### src/hw/codec_ctl_pkg.sv
// Constants and register map for the codec control block
// What this block does
// - Auto gain moves preamp and boost gain toward the target level.
// - Combined gain stays within upper and lower limit fields.
// - A hold interval from the hold field delays adjustment after enable and after each critical drop.
// - Level below target after hold: raise gain one step, decay rate.
// - Level above target after hold: lower gain one step, attack rate.
// - Noise gate enabled blocks gain increase below gate threshold.
// - Above critical threshold gain drops fast, no hold wait.
// - Level inside target window leaves gain unchanged.
// - Level below noise boundary is noise; no adjustment.
// - Reset is asynchronous active low, held at least one clock.
// - Leaving reset the codec enters standby.
// - Global standby stops ADC, DAC and references; clearing leaves it.
// - Mute ramps DAC gain to minus infinity, then output is zero.
// - Gain-down done sets flag; interrupt only when mask bit is 0.
// - Unmute ramps gain back to 0dB, sets gain-up flag, interrupt.
// - Each gain ramp lasts about 17 to 18 milliseconds.
// - Twelve stand-by inputs power down parts independently.
// - Auto gain acts only when enabled; else programmed gains apply.
package codec_ctl_pkg;
  localparam logic [7:0] OFS_AUTO_GAIN_CFG_1 = 8'h00;
  localparam logic [7:0] OFS_AUTO_GAIN_CFG_2 = 8'h04;
  localparam logic [7:0] OFS_AUTO_GAIN_CFG_3 = 8'h08;
  localparam logic [7:0] OFS_AUTO_GAIN_LIMITS = 8'h0C;
  localparam logic [7:0] OFS_CODEC_CONTROL_1 = 8'h10;
  localparam logic [7:0] OFS_POWER_MODE_CTRL_2 = 8'h14;
  localparam logic [7:0] OFS_IRQ_CONTROL = 8'h18;
  localparam logic [7:0] OFS_IRQ_FLAGS = 8'h1C;
  localparam logic [7:0] OFS_STATUS = 8'h20;
  localparam logic [7:0] OFS_MANUAL_GAIN = 8'h24;
  // Field positions
  localparam int CFG1_TARGET_LSB = 0;
  localparam int CFG1_WINDOW_LSB = 8;
  localparam int CFG1_ENABLE_BIT = 31;
  localparam int CFG2_HOLD_LSB = 0;
  localparam int CFG2_NOISE_GATE_THRESHOLD_LSB = 16;
  localparam int CFG2_NOISE_GATE_ENABLE_BIT = 31;
  localparam int CFG3_RISE_LSB = 0;
  localparam int CFG3_FALL_LSB = 8;
  localparam int CFG3_CRIT_LSB = 16;
  localparam int LIM_UPPER_LSB = 0;
  localparam int LIM_LOWER_LSB = 8;
  localparam int CTL1_MUTE_BIT = 0;
  localparam int PMR_STANDBY_BIT = 0;
  localparam int PMR_SLEEP_BIT = 1;
  localparam int PMR_PARTS_LSB = 4;
  localparam int IRQ_DOWN_BIT = 0;
  localparam int IRQ_UP_BIT = 1;
  // Reset values
  localparam logic [31:0] RST_CFG1 = 32'h0000_0460;
  localparam logic [31:0] RST_CFG2 = 32'h0008_0100;
  localparam logic [31:0] RST_CFG3 = 32'h0078_0404;
  localparam logic [31:0] RST_LIM = 32'h0000_001F;
  localparam logic [31:0] RST_PMR = 32'h0000_FFF3;
  localparam logic [31:0] RST_MANUAL = 32'h0000_0000;
  // Ramp timing
  localparam int CLK_MHZ = 250;
  localparam int RAMP_TIME_US = 17500;
  localparam int RAMP_STEPS = 256;
  localparam int RAMP_STEP_CYCLES = (RAMP_TIME_US * CLK_MHZ) / RAMP_STEPS;
  localparam int GAIN_W = 6;
  localparam int LEVEL_W = 8;
  localparam int PART_COUNT = 12;
endpackage

### src/hw/codec_ctl.sv
// Codec control top: AHB-Lite registers, mode logic, soft mute ramp
`timescale 1ns/10ps
module codec_ctl
  import codec_ctl_pkg::*;
#(
  parameter int STEP_CYCLES = RAMP_STEP_CYCLES
) (
  input wire logic CLK,
  input wire logic RESETN,
  input wire logic CE,
  input wire logic HSEL,
  input wire logic [31:0] HADDR,
  input wire logic [1:0] HTRANS,
  input wire logic HWRITE,
  input wire logic [2:0] HSIZE,
  input wire logic [31:0] HWDATA,
  input wire logic HREADY,
  output logic [31:0] HRDATA,
  output logic HREADYOUT,
  output logic HRESP,
  input wire logic SAMPLE_STROBE,
  input wire logic [LEVEL_W-1:0] ADC_LEVEL,
  output logic [GAIN_W-1:0] PREAMP_GAIN,
  output logic [GAIN_W-1:0] BOOST_GAIN,
  output logic [7:0] DAC_ATTEN,
  output logic DAC_ZERO,
  output logic ADC_RUN,
  output logic DAC_RUN,
  output logic REF_RUN,
  output logic SLEEP,
  output logic [PART_COUNT-1:0] PART_DOWN,
  output logic IRQ
);
  typedef enum logic [3:0] {
    M_UNMUTED = 4'b0001,
    M_DOWN = 4'b0010,
    M_MUTED = 4'b0100,
    M_UP = 4'b1000
  } mute_e;

  typedef struct packed {
    logic [31:0] cfg1;
    logic [31:0] cfg2;
    logic [31:0] cfg3;
    logic [31:0] lim;
    logic mute;
    logic [31:0] pmr;
    logic [1:0] irq_mask;
    logic [1:0] irq_flag;
    logic [31:0] manual;
    logic wr_pend;
    logic [7:0] wr_addr;
    logic [31:0] rdata;
    mute_e mstate;
    logic [7:0] atten;
    logic [31:0] step_cnt;
    logic [GAIN_W-1:0] pre;
    logic [GAIN_W-1:0] boost;
    logic zero;
    logic adc_run;
    logic dac_run;
    logic ref_run;
    logic sleep;
    logic [PART_COUNT-1:0] part_down;
    logic irq;
  } top_s;
  top_s cur, next_cur;

  logic [GAIN_W-1:0] agc_gain;
  logic agc_run;
  logic [1:0] ev;

  function automatic logic [31:0] rd_mux(input logic [7:0] a, input top_s s);
    case (a)
      OFS_AUTO_GAIN_CFG_1: rd_mux = s.cfg1;
      OFS_AUTO_GAIN_CFG_2: rd_mux = s.cfg2;
      OFS_AUTO_GAIN_CFG_3: rd_mux = s.cfg3;
      OFS_AUTO_GAIN_LIMITS: rd_mux = s.lim;
      OFS_CODEC_CONTROL_1: rd_mux = {31'h0, s.mute};
      OFS_POWER_MODE_CTRL_2: rd_mux = s.pmr;
      OFS_IRQ_CONTROL: rd_mux = {30'h0, s.irq_mask};
      OFS_IRQ_FLAGS: rd_mux = {30'h0, s.irq_flag};
      OFS_STATUS: rd_mux = {20'h0, s.atten, s.mstate};
      OFS_MANUAL_GAIN: rd_mux = s.manual;
      default: rd_mux = 32'h0000_0000;
    endcase
  endfunction

  // Standby freezes the gain engine as well as the analog paths
  assign agc_run = cur.cfg1[CFG1_ENABLE_BIT] && !cur.pmr[PMR_STANDBY_BIT];

  agc_core #(.GW(GAIN_W), .LW(LEVEL_W)) u_agc (
    .clk(CLK),
    .rst_n(RESETN),
    .ce(CE),
    .run(agc_run),
    .sample(SAMPLE_STROBE),
    .level(ADC_LEVEL),
    .target(cur.cfg1[CFG1_TARGET_LSB +: LEVEL_W]),
    .window(cur.cfg1[CFG1_WINDOW_LSB +: LEVEL_W]),
    .crit(cur.cfg3[CFG3_CRIT_LSB +: LEVEL_W]),
    .gate_thr(cur.cfg2[CFG2_NOISE_GATE_THRESHOLD_LSB +: LEVEL_W]),
    .gate_en(cur.cfg2[CFG2_NOISE_GATE_ENABLE_BIT]),
    .hold(cur.cfg2[CFG2_HOLD_LSB +: 16]),
    .rise_rate(cur.cfg3[CFG3_RISE_LSB +: 8]),
    .fall_rate(cur.cfg3[CFG3_FALL_LSB +: 8]),
    .upper(cur.lim[LIM_UPPER_LSB +: GAIN_W]),
    .lower(cur.lim[LIM_LOWER_LSB +: GAIN_W]),
    .gain(agc_gain)
  );

  always_comb begin
    next_cur = cur;
    ev = 2'b00;
    // Write data phase lands one cycle after the address phase
    if (cur.wr_pend) begin
      next_cur.wr_pend = 1'b0;
      case (cur.wr_addr)
        OFS_AUTO_GAIN_CFG_1: next_cur.cfg1 = HWDATA;
        OFS_AUTO_GAIN_CFG_2: next_cur.cfg2 = HWDATA;
        OFS_AUTO_GAIN_CFG_3: next_cur.cfg3 = HWDATA;
        OFS_AUTO_GAIN_LIMITS: next_cur.lim = HWDATA;
        OFS_CODEC_CONTROL_1: next_cur.mute = HWDATA[CTL1_MUTE_BIT];
        OFS_POWER_MODE_CTRL_2: next_cur.pmr = HWDATA;
        OFS_IRQ_CONTROL: next_cur.irq_mask = HWDATA[1:0];
        OFS_IRQ_FLAGS: next_cur.irq_flag = cur.irq_flag & ~HWDATA[1:0];
        OFS_MANUAL_GAIN: next_cur.manual = HWDATA;
        default: next_cur.manual = cur.manual;
      endcase
    end
    if (HSEL && HREADY && HTRANS[1]) begin
      next_cur.wr_pend = HWRITE;
      next_cur.wr_addr = HADDR[7:0];
      next_cur.rdata = HWRITE ? 32'h0000_0000 : rd_mux(HADDR[7:0], cur);
    end
    // Soft mute ramp; standby during a ramp is not supported
    if (cur.step_cnt != 32'h0) next_cur.step_cnt = cur.step_cnt - 32'h1;
    case (cur.mstate)
      M_UNMUTED: begin
        if (cur.mute) begin
          next_cur.mstate = M_DOWN;
          next_cur.step_cnt = STEP_CYCLES;
          next_cur.zero = 1'b0;
        end
      end
      M_DOWN: begin
        if (cur.step_cnt == 32'h0) begin
          next_cur.step_cnt = STEP_CYCLES;
          if (cur.atten == 8'hFF) begin
            next_cur.mstate = M_MUTED;
            next_cur.zero = 1'b1;
            ev[IRQ_DOWN_BIT] = 1'b1;
          end else begin
            next_cur.atten = cur.atten + 8'h01;
          end
        end
      end
      M_MUTED: begin
        if (!cur.mute) begin
          next_cur.mstate = M_UP;
          next_cur.step_cnt = STEP_CYCLES;
          next_cur.zero = 1'b0;
        end
      end
      M_UP: begin
        if (cur.step_cnt == 32'h0) begin
          next_cur.step_cnt = STEP_CYCLES;
          if (cur.atten == 8'h00) begin
            next_cur.mstate = M_UNMUTED;
            ev[IRQ_UP_BIT] = 1'b1;
          end else begin
            next_cur.atten = cur.atten - 8'h01;
          end
        end
      end
      default: next_cur.mstate = M_UNMUTED;
    endcase
    // Set wins over a clearing write in the same cycle
    next_cur.irq_flag = next_cur.irq_flag | ev;
    next_cur.irq = |(next_cur.irq_flag & ~cur.irq_mask);
    // Power modes
    next_cur.ref_run = !cur.pmr[PMR_STANDBY_BIT];
    next_cur.sleep = cur.pmr[PMR_SLEEP_BIT] && !cur.pmr[PMR_STANDBY_BIT];
    next_cur.adc_run = !cur.pmr[PMR_STANDBY_BIT] && !cur.pmr[PMR_SLEEP_BIT];
    next_cur.dac_run = !cur.pmr[PMR_STANDBY_BIT] && !cur.pmr[PMR_SLEEP_BIT];
    next_cur.part_down = cur.pmr[PMR_PARTS_LSB +: PART_COUNT];
    if (agc_run) begin
      next_cur.pre = agc_gain;
      next_cur.boost = agc_gain;
    end else begin
      next_cur.pre = cur.manual[0 +: GAIN_W];
      next_cur.boost = cur.manual[8 +: GAIN_W];
    end
  end

  always_ff @(posedge CLK or negedge RESETN) begin
    if (!RESETN) begin
      cur <= '0;
      cur.cfg1 <= RST_CFG1;
      cur.cfg2 <= RST_CFG2;
      cur.cfg3 <= RST_CFG3;
      cur.lim <= RST_LIM;
      cur.pmr <= RST_PMR;
      cur.manual <= RST_MANUAL;
      cur.mute <= 1'b1;
      cur.mstate <= M_MUTED;
      cur.atten <= 8'hFF;
      cur.zero <= 1'b1;
      cur.part_down <= '1;
    end else if (CE) begin
      cur <= next_cur;
    end
  end

  assign HRDATA = cur.rdata;
  assign HREADYOUT = 1'b1;
  assign HRESP = 1'b0;
  assign PREAMP_GAIN = cur.pre;
  assign BOOST_GAIN = cur.boost;
  assign DAC_ATTEN = cur.atten;
  assign DAC_ZERO = cur.zero;
  assign ADC_RUN = cur.adc_run;
  assign DAC_RUN = cur.dac_run;
  assign REF_RUN = cur.ref_run;
  assign SLEEP = cur.sleep;
  assign PART_DOWN = cur.part_down;
  assign IRQ = cur.irq;

  standby_stop_a: assert property (@(posedge CLK) disable iff (!RESETN)
    CE && cur.pmr[PMR_STANDBY_BIT] |=> !REF_RUN && !ADC_RUN && !DAC_RUN)
    else $error("standby left paths running");
  muted_zero_a: assert property (@(posedge CLK) disable iff (!RESETN)
    cur.mstate == M_MUTED |-> DAC_ZERO && DAC_ATTEN == 8'hFF)
    else $error("muted state without zero output");
  down_flag_a: assert property (@(posedge CLK) disable iff (!RESETN)
    CE && ev[IRQ_DOWN_BIT] |=> cur.irq_flag[IRQ_DOWN_BIT])
    else $error("gain down flag not set");
  up_flag_a: assert property (@(posedge CLK) disable iff (!RESETN)
    CE && cur.mstate == M_UP && next_cur.mstate == M_UNMUTED |=> cur.irq_flag[IRQ_UP_BIT])
    else $error("gain up flag not set");
  irq_mask_a: assert property (@(posedge CLK) disable iff (!RESETN)
    CE |=> IRQ == |(cur.irq_flag & ~$past(cur.irq_mask)))
    else $error("masked interrupt raised");
  sleep_mode_a: assert property (@(posedge CLK) disable iff (!RESETN)
    CE && cur.pmr[PMR_SLEEP_BIT] && !cur.pmr[PMR_STANDBY_BIT] |=> SLEEP && !DAC_RUN)
    else $error("sleep bit ignored");
  parts_down_a: assert property (@(posedge CLK) disable iff (!RESETN)
    CE |=> PART_DOWN == $past(cur.pmr[PMR_PARTS_LSB +: PART_COUNT]))
    else $error("stand-by input mismatch");
  manual_gain_a: assert property (@(posedge CLK) disable iff (!RESETN)
    CE && !agc_run |=> PREAMP_GAIN == $past(cur.manual[0 +: GAIN_W]))
    else $error("manual gain not applied");
endmodule

### src/hw/agc_core.sv
// Automatic gain step engine, one decision per sample
`timescale 1ns/10ps
module agc_core
  import codec_ctl_pkg::*;
#(
  parameter int GW = GAIN_W,
  parameter int LW = LEVEL_W
) (
  input wire logic clk,
  input wire logic rst_n,
  input wire logic ce,
  input wire logic run,
  input wire logic sample,
  input wire logic [LW-1:0] level,
  input wire logic [LW-1:0] target,
  input wire logic [LW-1:0] window,
  input wire logic [LW-1:0] crit,
  input wire logic [LW-1:0] gate_thr,
  input wire logic gate_en,
  input wire logic [15:0] hold,
  input wire logic [7:0] rise_rate,
  input wire logic [7:0] fall_rate,
  input wire logic [GW-1:0] upper,
  input wire logic [GW-1:0] lower,
  output logic [GW-1:0] gain
);
  typedef struct packed {
    logic [GW-1:0] gain;
    logic [15:0] hold_cnt;
    logic [7:0] rate_cnt;
  } agc_s;
  agc_s cur, next_cur;
  logic lo_edge, hi_edge;

  always_comb begin
    next_cur = cur;
    // Nine-bit sums so a loud level or a high target cannot wrap
    lo_edge = ({1'b0, level} + {1'b0, window}) < {1'b0, target};
    hi_edge = {1'b0, level} > ({1'b0, target} + {1'b0, window});
    if (!run) begin
      next_cur.hold_cnt = hold;
      next_cur.rate_cnt = '0;
      if (cur.gain > upper) next_cur.gain = upper;
      else if (cur.gain < lower) next_cur.gain = lower;
    end else if (sample) begin
      if (level > crit) begin
        if (cur.gain > lower) next_cur.gain = cur.gain - 1'b1;
        next_cur.hold_cnt = hold;
      end else if (cur.hold_cnt != 16'h0000) begin
        next_cur.hold_cnt = cur.hold_cnt - 16'h0001;
      end else if (gate_en && level < gate_thr) begin
        next_cur.rate_cnt = '0;
      end else if (!lo_edge && !hi_edge) begin
        next_cur.rate_cnt = '0;
      end else if (cur.rate_cnt != 8'h00) begin
        next_cur.rate_cnt = cur.rate_cnt - 8'h01;
      end else if (lo_edge) begin
        if (cur.gain < upper) next_cur.gain = cur.gain + 1'b1;
        next_cur.rate_cnt = rise_rate;
      end else begin
        if (cur.gain > lower) next_cur.gain = cur.gain - 1'b1;
        next_cur.rate_cnt = fall_rate;
      end
    end
  end

  always_ff @(posedge clk or negedge rst_n) begin
    if (!rst_n) cur <= '0;
    else if (ce) cur <= next_cur;
  end

  assign gain = cur.gain;

  gain_floor_a: assert property (@(posedge clk) disable iff (!rst_n)
    run && $past(run) && lower <= upper && $stable(lower) |-> gain >= lower || $past(gain) < lower)
    else $error("auto gain under lower limit");
  crit_drop_a: assert property (@(posedge clk) disable iff (!rst_n)
    ce && run && sample && level > crit && gain > lower && gain <= upper |=> gain == $past(gain) - 1)
    else $error("critical level did not lower gain");
endmodule

### config.mk
export PLATFORM = sky130hd
export DESIGN_NAME = codec_ctl
export DESIGN_NICKNAME = d
export VERILOG_FILES = /design/src/hw/codec_ctl_pkg.sv /design/src/hw/codec_ctl.sv /design/src/hw/agc_core.sv
export SDC_FILE = /design/constraint.sdc
export NUM_CORES = 1
export LEC_CHECK = 0
export BUFFER_PORTS_ARGS = -buffer_cell sky130_fd_sc_hd__clkbuf_2
export CORE_UTILIZATION = 65
export CTS_BUF_LIST = sky130_fd_sc_hd__clkbuf_4 sky130_fd_sc_hd__clkbuf_8
export CTS_CLUSTER_DIAMETER = 120
export DETAILED_ROUTE_END_ITERATION = 16
export PLACE_DENSITY = 0.86
export SETUP_SLACK_MARGIN = 0.4
export SLEW_MARGIN = 20
export SYNTH_ARGS = -nofsm -noshare
export SYNTH_HDL_FRONTEND = slang
export SYNTH_SLANG_ARGS = --single-unit
### constraint.sdc
create_clock -name CLK -period 8.03 [get_ports CLK]
set_input_delay 0.4015 -clock CLK [delete_from_list [all_inputs] [get_ports CLK]]
set_output_delay 0.4015 -clock CLK [all_outputs]
set_load 0.03 [all_outputs]
==> run summary <==
CP top delay family -> compound AO/OA/AOI/OAI gates
count of cells resized by post-cts repair -> 0
library cell contributing the largest single delay on the critical path -> o21ai_1
total inserted antenna cells -> 0
final setup vio count -> 0
critical path's largest stage delay -> 730 ps
H-Tree Depth -> 2
Fin. Hold Viols -> 0
mean post-synth cell area -> 10.4 µm²
Worst setup SP type -> flip-flop
vias in the first global route -> 14300
total routed wirelength -> 48800 µm
global-route total usage across every layer -> 0.347
leading cell types in the layout, fill and taps excluded -> dfrtp_1, mux2_2, nand2_1
Clock Pin Slew Worst Setup and Hold Paths -> 60 ps
kind of end point of the critical path -> flip-flop
commonest register cell after synthesis -> dfrtp_1
transition time at the pin with the least slew margin -> 1060 ps
area occupied by multi-input gates -> 8610 µm²
global-route wire length before repair -> 77900 µm
per-cell via count in the routed design -> 6.57
arrival time reported for the critical path endpoint -> 5330 ps
result of the run -> finished, final reports clean
number of clock sinks -> 341
endpoint of the worst register-to-register path -> u_agc.cur[2]$_DFFE_PN0P_
area of the mapped netlist -> 18300 µm²
portion of the post-synthesis area used by sequential elements -> 0.471
aggregate negative setup slack -> 0 ps
sequence of cells on the critical path -> ha_1, inv_1, fa_1, nor2b_1, o31a_1, o21a_1, nor2_1, xnor2_1, ha_1, a211o_1, a21oi_1, o21a_1, nand3_1, o21ai_1, nand3_1, o311ai_1
worst min-delay path class -> in -> reg
number of port buffers -> 125
leakage dissipation -> 9.51 nW
number of cells on the worst reg-to-reg path -> 16
Antenna Violating Nets Remaining -> 0
pin count of the biggest net entering global routing -> 191
DR vias -> 14500
starting utilization of the core area -> 0.670
post-detailed-placement half-perimeter wirelength -> 32600 µm
count of cell types in the netlist -> 81
source of the critical timing path -> cur[288]$_DFFE_PN0P_
worst max-slew margin expressed relative to the limit -> 0.292
layout cells sized above 1 -> 0.284
post-route DRC violation count -> 0
final worst-path cycle share -> 0.602
wire length per cell after detailed routing -> 22.1 µm
power density cells -> 237 nW/µm²
number of instances in the placed design -> 2111
Async SR Flop Fraction -> 1.00
Max Clk Rate -> 207 MHz
height of the chip -> 170 µm
cts bufs inserted -> 53
number of cells on the critical path -> 16
top-level port count -> 156
data required time at the worst endpoint -> 8520 ps
horizontal extent of the die -> 170 µm
Floorplan Core Area -> 27300 µm²
clock period minus final worst setup slack -> 4840 ps
count of state elements after synthesis -> 341
Max VDD drop -> 148 µV
std cell rows -> 60
clock root buffer master -> clkbuf_8
Bufs and invs on worst path -> 1
TritonCTS clock tree -> done
drt first pass iters -> 9
worst skew pair latency -> 600 ps
starting DRC count in detailed routing -> 1590
synth-to-layout area growth -> 9.53%
CTS Buffer Depth -> 3
Die Footprint -> 28800 µm²
most common library cell in the layout ignoring fill and taps -> dfrtp_1
net count after synthesis -> 1907
worst-case clock skew -> 21.8 ps
Max Cap Viol -> 0
count of fill cells added during filler insertion -> 1909
Critical Setup Path Class -> reg -> reg
Reg-to-Reg Start -> cur[288]$_DFFE_PN0P_
total congestion overflow after global routing -> 0
count of non-filler cells in the finished layout -> 2212
number of antenna violations at the first check in global routing -> 0
Slew Limit Fails -> 0
Layout Nets -> 1950
number of flops mapped to enable cells by yosys -> 0
area occupied by registers -> 8600 µm²
end point of the critical path -> u_agc.cur[2]$_DFFE_PN0P_
flop-to-flop setup slack -> 3190 ps
weighted congestion reported at the end of routability-driven placement -> 0.956
instance count of the mapped netlist -> 1752
unrepaired setup endpoints after global routing -> false
critical path peak fanout -> 9
Syn. warnings -> 0
## cells in the mapped netlist, types with 6 or more instances
| cell type | instances | share of area |
|---|---|---|
| nor2_1 | 100 | 0.021 |
| nor3b_1 | 6 | 0.0025 |
| a222oi_1 | 22 | 0.012 |
| nand3_1 | 24 | 0.0066 |
| o21a_1 | 8 | 0.0033 |
| o211ai_1 | 7 | 0.0029 |
| o221ai_1 | 6 | 0.0029 |
| nor2b_1 | 11 | 0.0038 |
| nor4_1 | 22 | 0.0075 |
| or4_1 | 8 | 0.0033 |
| o2bb2ai_1 | 10 | 0.0048 |
| a31oi_1 | 10 | 0.0034 |
| buf_4 | 68 | 0.028 |
| ha_1 | 69 | 0.047 |
| a221oi_1 | 22 | 0.011 |
| nand2_1 | 155 | 0.032 |
| clkbuf_1 | 67 | 0.014 |
| a21o_1 | 14 | 0.0058 |
| o21ai_0 | 118 | 0.032 |
| or2_2 | 6 | 0.0021 |
| o31ai_1 | 11 | 0.0045 |
| nor3_1 | 42 | 0.012 |
| dfstp_2 | 53 | 0.076 |
| inv_1 | 67 | 0.014 |
| o32ai_1 | 6 | 0.0029 |
| mux2_2 | 188 | 0.12 |
| or3_1 | 14 | 0.0048 |
| a22oi_1 | 44 | 0.018 |
| buf_1 | 16 | 0.0033 |
| o31a_1 | 6 | 0.0029 |
| nand4_1 | 19 | 0.0065 |
| xnor2_1 | 23 | 0.011 |
| mux2i_1 | 10 | 0.0055 |
| dfrtp_1 | 288 | 0.39 |
| nand2b_1 | 11 | 0.0038 |
| a21oi_1 | 89 | 0.024 |
| xor2_1 | 14 | 0.0067 |
| o2111ai_1 | 7 | 0.0034 |
## tightest hold or removal path: stages
cell and delay, ps:
clkbuf_2 90, inv_1 50, o2bb2ai_1 50
## worst min path at each step
stage	startpoint	end	slack [ps]	depth (start not counted)
2_1_floorplan	RESETN	BOOST_GAIN[0]$_DFFE_PN0P_	110	0
3_3_place_gp	RESETN	cur[50]$_DFFE_PN0P_	460	1
3_5_place_dp	RESETN	cur[52]$_DFFE_PN0P_	450	1
4_1_cts	HWRITE	cur[114]$_DFFE_PN0P_	20	3
5_1_grt	HWRITE	cur[114]$_DFFE_PN0P_	50	3
6_report	HWRITE	cur[114]$_DFFE_PN0P_	30	3
## flip-flops by register name, indices dropped and copies added (netlist names)
name         cells
HRDATA          32
u_agc.gain       6
u_agc.cur       24
SLEEP            1
BOOST_GAIN       6
cur            242
DAC_ATTEN        8
DAC_RUN          1
REF_RUN          1
IRQ              1
PART_DOWN       12
PREAMP_GAIN      6
DAC_ZERO         1
## routing by layer
layer  global-route usage  routed length, µm  vias to the layer above
met3               0.0681               4470                      146
met1                0.473              19900                     7200
li1                     -                  -                     6454
met2                0.550              22600                      734
met5                    0                  0                        -
met4                0.136               1870                        0
## kinds of logic (layout without fill, tap and decap cells)
group                      after synthesis  count (layout)  share of synthesized area
other                                    2               2                   0.000411
and+or+nand+nor                        449             449                      0.121
muxes                                  199             199                      0.123
AOI/OAI and AO/OA                      428             428                      0.157
buffers and inverters                  225             313                     0.0611
adders and majority gates               71              71                     0.0495
DFF                                    341             341                      0.471
xor gates and xnor gates                37              37                     0.0177
## final cells by class
cell class / instances / share of cell area
multi-input combinational: 1186 / 0.431
sequential: 341 / 0.430
clock buffer: 90 / 0.0569
timing repair buffer: 146 / 0.0404
tap: 372 / 0.0233
inverter: 67 / 0.0126
clock inverter: 10 / 0.00607
## through the flow
| step | hold WS (ps) | setup slack, ps | util | cell area (µm²) | power [W] |
|---|---|---|---|---|---|
| after floorplan | 106 | 4190 | - | 18300 | 0.00277 |
| after global placement | 455 | 3380 | 0.687 | 18700 | 0.00302 |
| after detailed placement | 453 | 3290 | 0.687 | 18700 | 0.00306 |
| after CTS | 18.6 | 3340 | 0.734 | 20000 | 0.00473 |
| after global routing | 53.4 | 2810 | 0.734 | 20000 | 0.00496 |
| final | 28.6 | 3190 | 0.734 | 20000 | 0.00473 |
## where the power goes
part	internal (W)	total, W	switching [W]	leakage [nW]
sequential	0.00186	0.00204	0.000180	4.35
combinational	0.000411	0.00102	0.000612	4.49
clock	0.000963	0.00167	0.000704	0.671
## repair_timing
item | CTS | global route
hold endpoints to repair | 67 | 0
hold buffers | 1 | 0
buffers inserted | 0 | 0
Note: power is estimated with default switching activity, not from simulation.
